**src/hdl/t2a_pkg.sv**
```systemverilog
// t2a_pkg: constants and types for the auto-reload timer block
// assumes a 32-bit apb register bus and one system clock
package t2a_pkg;

    // register byte addresses
    localparam logic [7:0] ADDR_CONTROL = 8'h00;
    localparam logic [7:0] ADDR_CLK_SEL = 8'h04;
    localparam logic [7:0] ADDR_LOW_COUNT = 8'h08;
    localparam logic [7:0] ADDR_HIGH_COUNT = 8'h0c;
    localparam logic [7:0] ADDR_RELOAD_LOW = 8'h10;
    localparam logic [7:0] ADDR_RELOAD_HIGH = 8'h14;
    localparam logic [7:0] ADDR_IRQ_ENABLE = 8'h18;
    localparam logic [7:0] ADDR_STATUS = 8'h1c;
    localparam logic [7:0] ADDR_STATUS_CLEAR = 8'h20;
    localparam logic [7:0] ADDR_STATUS_ENABLE = 8'h24;

    // timer2_control fields
    localparam int CTL_HIGH_FLAG = 7;
    localparam int CTL_LOW_FLAG = 6;
    localparam int CTL_LOW_IRQ_EN = 5;
    localparam int CTL_SPLIT = 3;
    localparam int CTL_RUN = 2;
    localparam int CTL_EXT_SEL = 0;

    // clock_select_reg fields
    localparam int CKS_HIGH_SYSCLK = 5;
    localparam int CKS_LOW_SYSCLK = 4;

    // irq enable register field
    localparam int IE_TIMER2 = 5;

    // status, clear and enable layout
    localparam int ST_HIGH_OVF = 0;
    localparam int ST_LOW_OVF = 1;

    // clock dividers
    localparam logic [3:0] SYS_DIV_LAST = 4'hb;
    localparam logic [2:0] EXT_DIV_LAST = 3'h7;

    // reset value and count maximum
    localparam logic [7:0] BYTE_RESET = 8'h00;
    localparam logic [7:0] COUNT_MAX = 8'hff;

    typedef struct packed {
        logic high_flag;
        logic low_flag;
        logic low_irq_enable;
        logic split_mode_sel;
        logic t2_run;
        logic ext_clk_sel;
    } t2a_ctrl_type;

    localparam t2a_ctrl_type CTRL_RESET = '0;

endpackage

```
**src/hdl/t2a_byte_counter.sv**
```systemverilog
// t2a_byte_counter: one 8-bit counter byte with software write and reload
// assumes increment, load and write are single-cycle strobes on clk_sys
`timescale 1ns/1ps
`default_nettype none

module t2a_byte_counter
(
    // clock and reset
    input wire logic clk_sys,
    input wire logic reset_n,
    // control
    input wire logic inc,
    input wire logic load,
    input wire logic [7:0] load_value,
    input wire logic wr,
    input wire logic [7:0] wr_data,
    // state
    output logic [7:0] count,
    output logic wrap
);

    logic [7:0] count_reg;

    assign count = count_reg;
    assign wrap = inc && (count_reg == t2a_pkg::COUNT_MAX);

    // software write wins over counting in the same cycle
    always_ff @(posedge clk_sys or negedge reset_n)
    begin
        if (!reset_n)
            count_reg <= t2a_pkg::BYTE_RESET;
        else if (wr)
            count_reg <= wr_data;
        else if (load)
            count_reg <= load_value;
        else if (inc)
            count_reg <= count_reg + 8'h01;
    end

endmodule // t2a_byte_counter

`default_nettype wire

```
**src/hdl/t2a_timer.sv**
```systemverilog
// t2a_timer: 16-bit or split dual 8-bit auto-reload timer with apb registers
// assumes ext_osc_clk is asynchronous and slower than half of clk_sys
`timescale 1ns/1ps
`default_nettype none

// Operation
// - count is two software read/write bytes forming one 16-bit value
// - split_mode_sel bit 3 picks one 16-bit or two 8-bit counters
// - tick sources: system clock, system clock /12, external oscillator /8
// - external oscillator passes two flip-flops before its /8 divider
// - 16-bit rollover from 0xffff reloads both bytes and sets high flag
// - timer2_irq_enable requests interrupt on every full 16-bit overflow while status enable bit 0 is set
// - with low_irq_enable and status enable bit 1 also, low byte rollover requests interrupt too
// - split mode: each byte reloads from its own reload register
// - split mode: t2_run gates high byte only; low byte always counts
// - per-byte sysclk select bit, else ext_clk_sel picks /12 or /8
// - split mode: each byte rollover sets its own overflow flag
// - split mode: high overflow interrupts with status enable bit 0; low too with low_irq_enable and bit 1
// - flags are never cleared by hardware, only by software writes
module t2a_timer
(
    // clock and reset
    input wire logic clk_sys,
    input wire logic reset_n,
    // apb slave
    input wire logic psel,
    input wire logic penable,
    input wire logic pwrite,
    input wire logic [7:0] paddr,
    input wire logic [31:0] pwdata,
    output logic [31:0] prdata,
    output logic pready,
    output logic pslverr,
    // external oscillator pin
    input wire logic ext_osc_clk,
    // interrupt
    output logic irq
);

    t2a_pkg::t2a_ctrl_type ctrl_reg;
    logic high_clk_sysclk_sel_reg;
    logic low_clk_sysclk_sel_reg;
    logic [7:0] reload_low_reg;
    logic [7:0] reload_high_reg;
    logic timer2_irq_enable_reg;
    logic [1:0] status_reg;
    logic [1:0] status_en_reg;
    logic [31:0] prdata_reg;
    logic pready_reg;
    logic pslverr_reg;
    logic irq_reg;

    logic [3:0] sys_div_reg;
    logic ext_sync1_reg;
    logic ext_sync2_reg;
    logic ext_prev_reg;
    logic [2:0] ext_div_reg;
    logic tick_sys12;
    logic tick_ext8;
    logic tick_low;
    logic tick_high;

    logic [7:0] t2_low_count;
    logic [7:0] t2_high_count;
    logic low_inc;
    logic high_inc;
    logic low_load;
    logic high_load;
    logic low_wrap;
    logic high_wrap;
    logic high_ovf_event;
    logic low_ovf_event;

    logic access;
    logic wr_en;
    logic addr_ok;
    logic [31:0] rd_value;
    logic wr_control;
    logic wr_clk_sel;
    logic wr_low_count;
    logic wr_high_count;
    logic wr_status_clear;
    logic irq_high_src;
    logic irq_low_src;

    // apb decode
    assign access = psel && penable && pready_reg;
    assign wr_en = access && pwrite;

    // one strobe per register, only at the access edge so a stalled setup never writes
    assign wr_control = wr_en && (paddr == t2a_pkg::ADDR_CONTROL);
    assign wr_clk_sel = wr_en && (paddr == t2a_pkg::ADDR_CLK_SEL);
    assign wr_low_count = wr_en && (paddr == t2a_pkg::ADDR_LOW_COUNT);
    assign wr_high_count = wr_en && (paddr == t2a_pkg::ADDR_HIGH_COUNT);
    assign wr_status_clear = wr_en && (paddr == t2a_pkg::ADDR_STATUS_CLEAR);

    always_comb
    begin
        addr_ok = 1'b1;
        rd_value = 32'h0000_0000;
        unique case (paddr)
            t2a_pkg::ADDR_CONTROL:
            begin
                rd_value[t2a_pkg::CTL_HIGH_FLAG] = ctrl_reg.high_flag;
                rd_value[t2a_pkg::CTL_LOW_FLAG] = ctrl_reg.low_flag;
                rd_value[t2a_pkg::CTL_LOW_IRQ_EN] = ctrl_reg.low_irq_enable;
                rd_value[t2a_pkg::CTL_SPLIT] = ctrl_reg.split_mode_sel;
                rd_value[t2a_pkg::CTL_RUN] = ctrl_reg.t2_run;
                rd_value[t2a_pkg::CTL_EXT_SEL] = ctrl_reg.ext_clk_sel;
            end
            t2a_pkg::ADDR_CLK_SEL:
            begin
                rd_value[t2a_pkg::CKS_HIGH_SYSCLK] = high_clk_sysclk_sel_reg;
                rd_value[t2a_pkg::CKS_LOW_SYSCLK] = low_clk_sysclk_sel_reg;
            end
            t2a_pkg::ADDR_LOW_COUNT:
                rd_value[7:0] = t2_low_count;
            t2a_pkg::ADDR_HIGH_COUNT:
                rd_value[7:0] = t2_high_count;
            t2a_pkg::ADDR_RELOAD_LOW:
                rd_value[7:0] = reload_low_reg;
            t2a_pkg::ADDR_RELOAD_HIGH:
                rd_value[7:0] = reload_high_reg;
            t2a_pkg::ADDR_IRQ_ENABLE:
                rd_value[t2a_pkg::IE_TIMER2] = timer2_irq_enable_reg;
            t2a_pkg::ADDR_STATUS:
                rd_value[1:0] = status_reg;
            t2a_pkg::ADDR_STATUS_CLEAR:
                rd_value = 32'h0000_0000;
            t2a_pkg::ADDR_STATUS_ENABLE:
                rd_value[1:0] = status_en_reg;
            default:
                addr_ok = 1'b0;
        endcase
    end

    // no wait state: ready follows the setup cycle
    always_ff @(posedge clk_sys or negedge reset_n)
    begin
        if (!reset_n)
        begin
            pready_reg <= 1'b0;
            prdata_reg <= 32'h0000_0000;
            pslverr_reg <= 1'b0;
        end
        else
        begin
            pready_reg <= psel && !penable;
            if (psel && !penable)
            begin
                prdata_reg <= pwrite ? 32'h0000_0000 : rd_value;
                pslverr_reg <= !addr_ok;
            end
            else
                pslverr_reg <= 1'b0;
        end
    end

    assign prdata = prdata_reg;
    assign pready = pready_reg;
    assign pslverr = pslverr_reg;

    // control and configuration registers
    always_ff @(posedge clk_sys or negedge reset_n)
    begin
        if (!reset_n)
        begin
            ctrl_reg <= t2a_pkg::CTRL_RESET;
            high_clk_sysclk_sel_reg <= 1'b0;
            low_clk_sysclk_sel_reg <= 1'b0;
            reload_low_reg <= t2a_pkg::BYTE_RESET;
            reload_high_reg <= t2a_pkg::BYTE_RESET;
            timer2_irq_enable_reg <= 1'b0;
            status_en_reg <= 2'h0;
        end
        else
        begin
            if (wr_control)
            begin
                ctrl_reg.low_irq_enable <= pwdata[t2a_pkg::CTL_LOW_IRQ_EN];
                ctrl_reg.split_mode_sel <= pwdata[t2a_pkg::CTL_SPLIT];
                ctrl_reg.t2_run <= pwdata[t2a_pkg::CTL_RUN];
                ctrl_reg.ext_clk_sel <= pwdata[t2a_pkg::CTL_EXT_SEL];
            end
            // flags: only software clears; a same-cycle overflow still sets
            if (wr_control)
            begin
                ctrl_reg.high_flag <= pwdata[t2a_pkg::CTL_HIGH_FLAG] | high_ovf_event;
                ctrl_reg.low_flag <= pwdata[t2a_pkg::CTL_LOW_FLAG] | low_ovf_event;
            end
            else
            begin
                ctrl_reg.high_flag <= ctrl_reg.high_flag | high_ovf_event;
                ctrl_reg.low_flag <= ctrl_reg.low_flag | low_ovf_event;
            end
            if (wr_clk_sel)
            begin
                high_clk_sysclk_sel_reg <= pwdata[t2a_pkg::CKS_HIGH_SYSCLK];
                low_clk_sysclk_sel_reg <= pwdata[t2a_pkg::CKS_LOW_SYSCLK];
            end
            if (wr_en && paddr == t2a_pkg::ADDR_RELOAD_LOW)
                reload_low_reg <= pwdata[7:0];
            if (wr_en && paddr == t2a_pkg::ADDR_RELOAD_HIGH)
                reload_high_reg <= pwdata[7:0];
            if (wr_en && paddr == t2a_pkg::ADDR_IRQ_ENABLE)
                timer2_irq_enable_reg <= pwdata[t2a_pkg::IE_TIMER2];
            if (wr_en && paddr == t2a_pkg::ADDR_STATUS_ENABLE)
                status_en_reg <= pwdata[1:0];
        end
    end

    // system clock divided by 12
    // free-running: the first tick after a start lands anywhere within 12 cycles
    always_ff @(posedge clk_sys or negedge reset_n)
    begin
        if (!reset_n)
            sys_div_reg <= 4'h0;
        else if (sys_div_reg == t2a_pkg::SYS_DIV_LAST)
            sys_div_reg <= 4'h0;
        else
            sys_div_reg <= sys_div_reg + 4'h1;
    end

    assign tick_sys12 = (sys_div_reg == t2a_pkg::SYS_DIV_LAST);

    // external oscillator: synchronise first, only then edge-detect
    always_ff @(posedge clk_sys or negedge reset_n)
    begin
        if (!reset_n)
        begin
            ext_sync1_reg <= 1'b0;
            ext_sync2_reg <= 1'b0;
            ext_prev_reg <= 1'b0;
        end
        else
        begin
            ext_sync1_reg <= ext_osc_clk;
            ext_sync2_reg <= ext_sync1_reg;
            ext_prev_reg <= ext_sync2_reg;
        end
    end

    // divide synchronised rising edges by 8
    // a stray edge right after reset only shifts the phase of the divider
    always_ff @(posedge clk_sys or negedge reset_n)
    begin
        if (!reset_n)
            ext_div_reg <= 3'h0;
        else if (ext_sync2_reg && !ext_prev_reg)
            ext_div_reg <= ext_div_reg + 3'h1;
    end

    assign tick_ext8 = ext_sync2_reg && !ext_prev_reg && (ext_div_reg == t2a_pkg::EXT_DIV_LAST);

    // per-byte source select; 16-bit mode uses the low byte's select
    assign tick_low = low_clk_sysclk_sel_reg ? 1'b1 :
        (ctrl_reg.ext_clk_sel ? tick_ext8 : tick_sys12);
    assign tick_high = high_clk_sysclk_sel_reg ? 1'b1 :
        (ctrl_reg.ext_clk_sel ? tick_ext8 : tick_sys12);

    // count enables and reloads per mode
    always_comb
    begin
        if (ctrl_reg.split_mode_sel)
        begin
            low_inc = tick_low;
            high_inc = ctrl_reg.t2_run && tick_high;
            low_load = low_wrap;
            high_load = high_wrap;
            high_ovf_event = high_wrap;
            low_ovf_event = low_wrap;
        end
        else
        begin
            low_inc = ctrl_reg.t2_run && tick_low;
            high_inc = low_wrap;
            low_load = high_wrap;
            high_load = high_wrap;
            high_ovf_event = high_wrap;
            low_ovf_event = low_wrap;
        end
    end

    t2a_byte_counter u_low
    (
        .clk_sys(clk_sys),
        .reset_n(reset_n),
        .inc(low_inc),
        .load(low_load),
        .load_value(reload_low_reg),
        .wr(wr_low_count),
        .wr_data(pwdata[7:0]),
        .count(t2_low_count),
        .wrap(low_wrap)
    );

    t2a_byte_counter u_high
    (
        .clk_sys(clk_sys),
        .reset_n(reset_n),
        .inc(high_inc),
        .load(high_load),
        .load_value(reload_high_reg),
        .wr(wr_high_count),
        .wr_data(pwdata[7:0]),
        .count(t2_high_count),
        .wrap(high_wrap)
    );

    // sticky status; a set in the clearing cycle survives
    always_ff @(posedge clk_sys or negedge reset_n)
    begin
        if (!reset_n)
            status_reg <= 2'h0;
        else if (wr_status_clear)
            status_reg <= (status_reg & ~pwdata[1:0]) | {low_ovf_event, high_ovf_event};
        else
            status_reg <= status_reg | {low_ovf_event, high_ovf_event};
    end

    // a source needs its control flag and its enabled status bit both set
    assign irq_high_src = ctrl_reg.high_flag && status_en_reg[t2a_pkg::ST_HIGH_OVF] &&
        status_reg[t2a_pkg::ST_HIGH_OVF];
    assign irq_low_src = ctrl_reg.low_irq_enable && ctrl_reg.low_flag &&
        status_en_reg[t2a_pkg::ST_LOW_OVF] && status_reg[t2a_pkg::ST_LOW_OVF];

    // interrupt level: the timer flags, further gated by the status enables
    always_ff @(posedge clk_sys or negedge reset_n)
    begin
        if (!reset_n)
            irq_reg <= 1'b0;
        else
            irq_reg <= timer2_irq_enable_reg && (irq_high_src || irq_low_src);
    end

    assign irq = irq_reg;

endmodule // t2a_timer

`default_nettype wire

```
**config.mk**
```make
export PLATFORM = sky130hd
export DESIGN_NAME = t2a_timer
export DESIGN_NICKNAME = d
export VERILOG_FILES = /design/src/hdl/t2a_pkg.sv /design/src/hdl/t2a_byte_counter.sv /design/src/hdl/t2a_timer.sv
export SDC_FILE = /design/constraint.sdc
export NUM_CORES = 1
export LEC_CHECK = 0
export ABC_AREA = 1
export BUFFER_PORTS_ARGS = -buffer_cell sky130_fd_sc_hd__buf_2
export CORE_MARGIN = 2
export CORE_UTILIZATION = 49
export DETAILED_ROUTE_END_ITERATION = 10
export GPL_ROUTABILITY_DRIVEN = 0
export HOLD_SLACK_MARGIN = 0.1
export MAX_ROUTING_LAYER = met4
export PLACE_DENSITY = 0.73
export SYNTH_ARGS = -nofsm -noshare
export SYNTH_HDL_FRONTEND = slang
export SYNTH_SLANG_ARGS = --single-unit
export TNS_END_PERCENT = 30
```
**constraint.sdc**
```tcl
create_clock -name clk_sys -period 1.9 [get_ports clk_sys]
set_input_delay 0.095 -clock clk_sys [delete_from_list [all_inputs] [get_ports clk_sys]]
set_output_delay 0.095 -clock clk_sys [all_outputs]
set_load 0.01 [all_outputs]
```
==> results.ini <==
[global_route]
antenna_found_initial=0
gr-usage-all-layers_pct=25.7
maximum_number_of_pins_on_one_net_before_global_route_repair=48
vias_in_the_first_global_route=3544
global_route.overflow_total=0
grt_pass1_wl_um=17000

[floorplanning]
floorplan.die.width_um=93.5
start_util_pct=50.8
io-pin-count=81
floorplan.rows=32
die_height_um=93.5
core_um2=7730
die_area_um2=8750

[setup_path]
setup.reg_to_reg.worst_slack_ps=-10
critical_path.max_fanout=7
cp.depth=9
arrival_ps=2210
buffering_stage_count_on_the_worst_path_with_inverters_included=1
crit_path_cell_trace=ha_2 > ha_1 > nand4_1 > nand3_2 > nand4_1 > buf_6 > a21oi_4 > nand3_1 > nand2_1
rr_startpoint=ext_div_reg[0]$_DFFE_PN0P_
crit-reg2reg-capture=u_high.count[3]$_DFFE_PN0P_
critical_path_class=flip-flop to flip-flop
critical_path.startpoint=ext_div_reg[0]$_DFFE_PN0P_
crit_path_top_delay_cell=sky130_fd_sc_hd__dfrtp_1
critical-path-max-stage-delay_ps=370
worst_setup_path_start_kind=flip-flop
critical_path.most_common_cell=sky130_fd_sc_hd__nand4_1
rr_worst_depth=9
end_kind=flip-flop
critPathTopFamily=simple AND/OR/NAND/NOR gates
cp_data_required_time_ps=2190
crit_path_end=u_high.count[3]$_DFFE_PN0P_

[routing]
routed-via-count=3701
drt_pre_antenna_iters=5
total_routed_length_um=10300
detail_route.wl_per_cell_um=15.0
drcViolationCount=0
drt.antenna.violating_nets=0
drt-vias-per-instance=5.40
initialDrtViolationCount=325

[sta]
setup_violations=1
final_setup_skew_ps=7.32
final_max_slew_viol_count=0
period_needed_ps=1910
finalHoldViolations=0
timing.final.crit_share_pct=101
final_critical_path_setup_slack_ps=-13.0
grt_setup_unrepaired=true
hold_ws_ps=121
clock.fmax_mhz=523

[synthesis]
synthDominantAreaCellType=sky130_fd_sc_hd__dfrtp_1
yosys.cell_types.count=33
ys_seq_elements=66
post_synth_main_area_contributors=sky130_fd_sc_hd__dfrtp_1 (42%), sky130_fd_sc_hd__nand2_1 (14%), sky130_fd_sc_hd__inv_1 (7.0%), sky130_fd_sc_hd__buf_4 (4.8%), sky130_fd_sc_hd__nand3_1 (4.7%)
yosysWarningCount=0
postSynthAreaPerCell_um2=7.57
synth-seq-area-share_pct=42.1
fraction_of_post_synthesis_cell_area_in_the_top_cell_type_by_area_pct=42.1
synth_area_um2=3930
postSynthCellCount=519

[final_layout]
layout-drive-gt1-share_pct=18.2
layout.nets=630
num-fill-cells=707
area_growth_from_synthesis_to_layout_pct=17.1
layout.cell_area.non_filler_um2=4600
antenna_cells=0

[clock_tree]
clock-root-buffer=sky130_fd_sc_hd__clkbuf_8
cts_tree=yes
tritoncts_num_sinks=66
htree_levels=3
clk_pin_slew_ps=80
ctsLongestPathBuffers=2
cts_buffers=9
insertion_delay_ps=350

[placement]
port-buffer-count=32
postPlaceCellArea_um2=4180
post-place-ws_ps=-5.05
dp.final_hpwl_um=7470

[power_and_ir_drop]
pwr_density_cell_nw_per_um2=701
pleak_nw=2.30
vdd_drop_max_mv=0.376

[run_status]
failed_checks=negative setup slack
status=finished with violations

[worst_hold_path]
holdCritPathClass=input pin to flip-flop
hold_start=pwdata[4]

[job]
max_cap_violations=0

## per-stage QoR
stage,TNS (ps),util (%),power (mW),cells
3_5_place_dp,-5.05,54.1,1.73,656
4_1_cts,0,58.9,3.21,683
6_report,-13.0,59.5,3.22,686
2_1_floorplan,0,-,1.66,542
3_3_place_gp,0,54.1,1.71,656
5_1_grt,-480,59.5,3.34,686
## where the power goes
group / switching [mW] / internal, mW / leakage, nW
Combinational: 0.153 / 0.111 / 1.30
Sequential: 0.0274 / 1.45 / 0.876
Clock: 0.576 / 0.909 / 0.119
Total: 0.757 / 2.47 / 2.30
## cells in the mapped netlist
library cell                  n
sky130_fd_sc_hd__nand2_1    147
sky130_fd_sc_hd__inv_1       73
sky130_fd_sc_hd__dfrtp_1     66
sky130_fd_sc_hd__nand3_1     37
sky130_fd_sc_hd__nor2_1      26
sky130_fd_sc_hd__buf_4       25
sky130_fd_sc_hd__o21ai_0     23
sky130_fd_sc_hd__o21ai_1     20
sky130_fd_sc_hd__nand4_1     15
sky130_fd_sc_hd__o22ai_1     13
sky130_fd_sc_hd__nand2_2     11
sky130_fd_sc_hd__xor2_1       9
sky130_fd_sc_hd__inv_2        8
sky130_fd_sc_hd__o211ai_1     7
sky130_fd_sc_hd__ha_1         5
sky130_fd_sc_hd__buf_2        4
sky130_fd_sc_hd__nor2_2       4
sky130_fd_sc_hd__xnor2_1      4
sky130_fd_sc_hd__a21oi_4      3
sky130_fd_sc_hd__or2_2        3
sky130_fd_sc_hd__mux2_2       2
sky130_fd_sc_hd__nor2_4       2
sky130_fd_sc_hd__nor3_4       2
sky130_fd_sc_hd__a21oi_1      1
sky130_fd_sc_hd__buf_1        1
sky130_fd_sc_hd__clkinv_2     1
sky130_fd_sc_hd__conb_1       1
sky130_fd_sc_hd__inv_4        1
sky130_fd_sc_hd__nand3_4      1
sky130_fd_sc_hd__nor3_1       1
sky130_fd_sc_hd__nor3_2       1
sky130_fd_sc_hd__nor4_1       1
sky130_fd_sc_hd__o2111ai_1    1
## worst reg2reg max path, delay by kind of cell (launching register included)
kind | cells | cell delay [ps]
and+or+nand+nor | 5 | 730
adders and majority gates | 2 | 320
AOI/OAI and AO/OA | 1 | 240
DFF | 1 | 370
buffers and inverters | 1 | 200
## logic make-up after synthesis
| kind of cell | synth area share [%] |
|---|---|
| AOI/OAI and AO/OA | 10.5 |
| and+or+nand+nor | 28.9 |
| buffers and inverters | 13.4 |
| muxes | 0.573 |
| adders and majority gates | 1.59 |
| DFF | 42.1 |
| xor gates and xnor gates | 2.90 |
| other | 0.0955 |
## placed cells by master, fill, tap and decap left out, drive strengths merged
cell type,instances
buf,46
o211ai,7
dfrtp,66
conb,24
xor2,9
nor3,4
or2,3
clkbuf,10
inv,82
nand4,15
xnor2,4
nand2,158
ha,5
mux2,2
o21ai,43
nand3,38
clkinv,2
nor4,1
o2111ai,1
dlygate4sd3,10
nor2,32
bufinv,3
clkinvlp,2
o22ai,13
a21oi,4
## layer usage
layer	vias up	share of wire (%)	GRT usage (%)
met5	-	0	-
met4	0	2.8	9.42
met3	25	7.5	5.16
met2	180	47	41.5
met1	1768	42	32.3
li1	1728	-	-
## how the worst min path moves through the flow
stage	end	cells past startpoint
after detailed placement	ext_div_reg[0]$_DFFE_PN0P_	1
final	reload_low_reg[4]$_DFFE_PN0P_	3
after floorplan	ctrl_reg[0]$_DFFE_PN0P_	0
after CTS	prdata[1]$_DFFE_PN0P_	4
after global placement	ext_div_reg[1]$_DFFE_PN0P_	1
after global routing	reload_low_reg[4]$_DFFE_PN0P_	3
## timing repair
action | in CTS | in global routing
setup buffers | 1 | 3
endpoints found under the setup margin | 5 | 15
pin swaps | 0 | 4
hold buffers | 10 | 0
resized for setup | 0 | 7
endpoints found under the hold margin | 31 | 0
## layout make-up
type / count / area [µm²] / area share [%]
clock buffers: 10 / 138 / 2.99
clock inverters: 6 / 114 / 2.48
inverters: 83 / 315 / 6.86
multi-input cells: 363 / 1860 / 40.4
flip-flops and latches: 66 / 1650 / 35.9
well taps: 102 / 128 / 2.78
repair buffers: 56 / 394 / 8.57
Note: power is estimated with default switching activity, not from simulation.
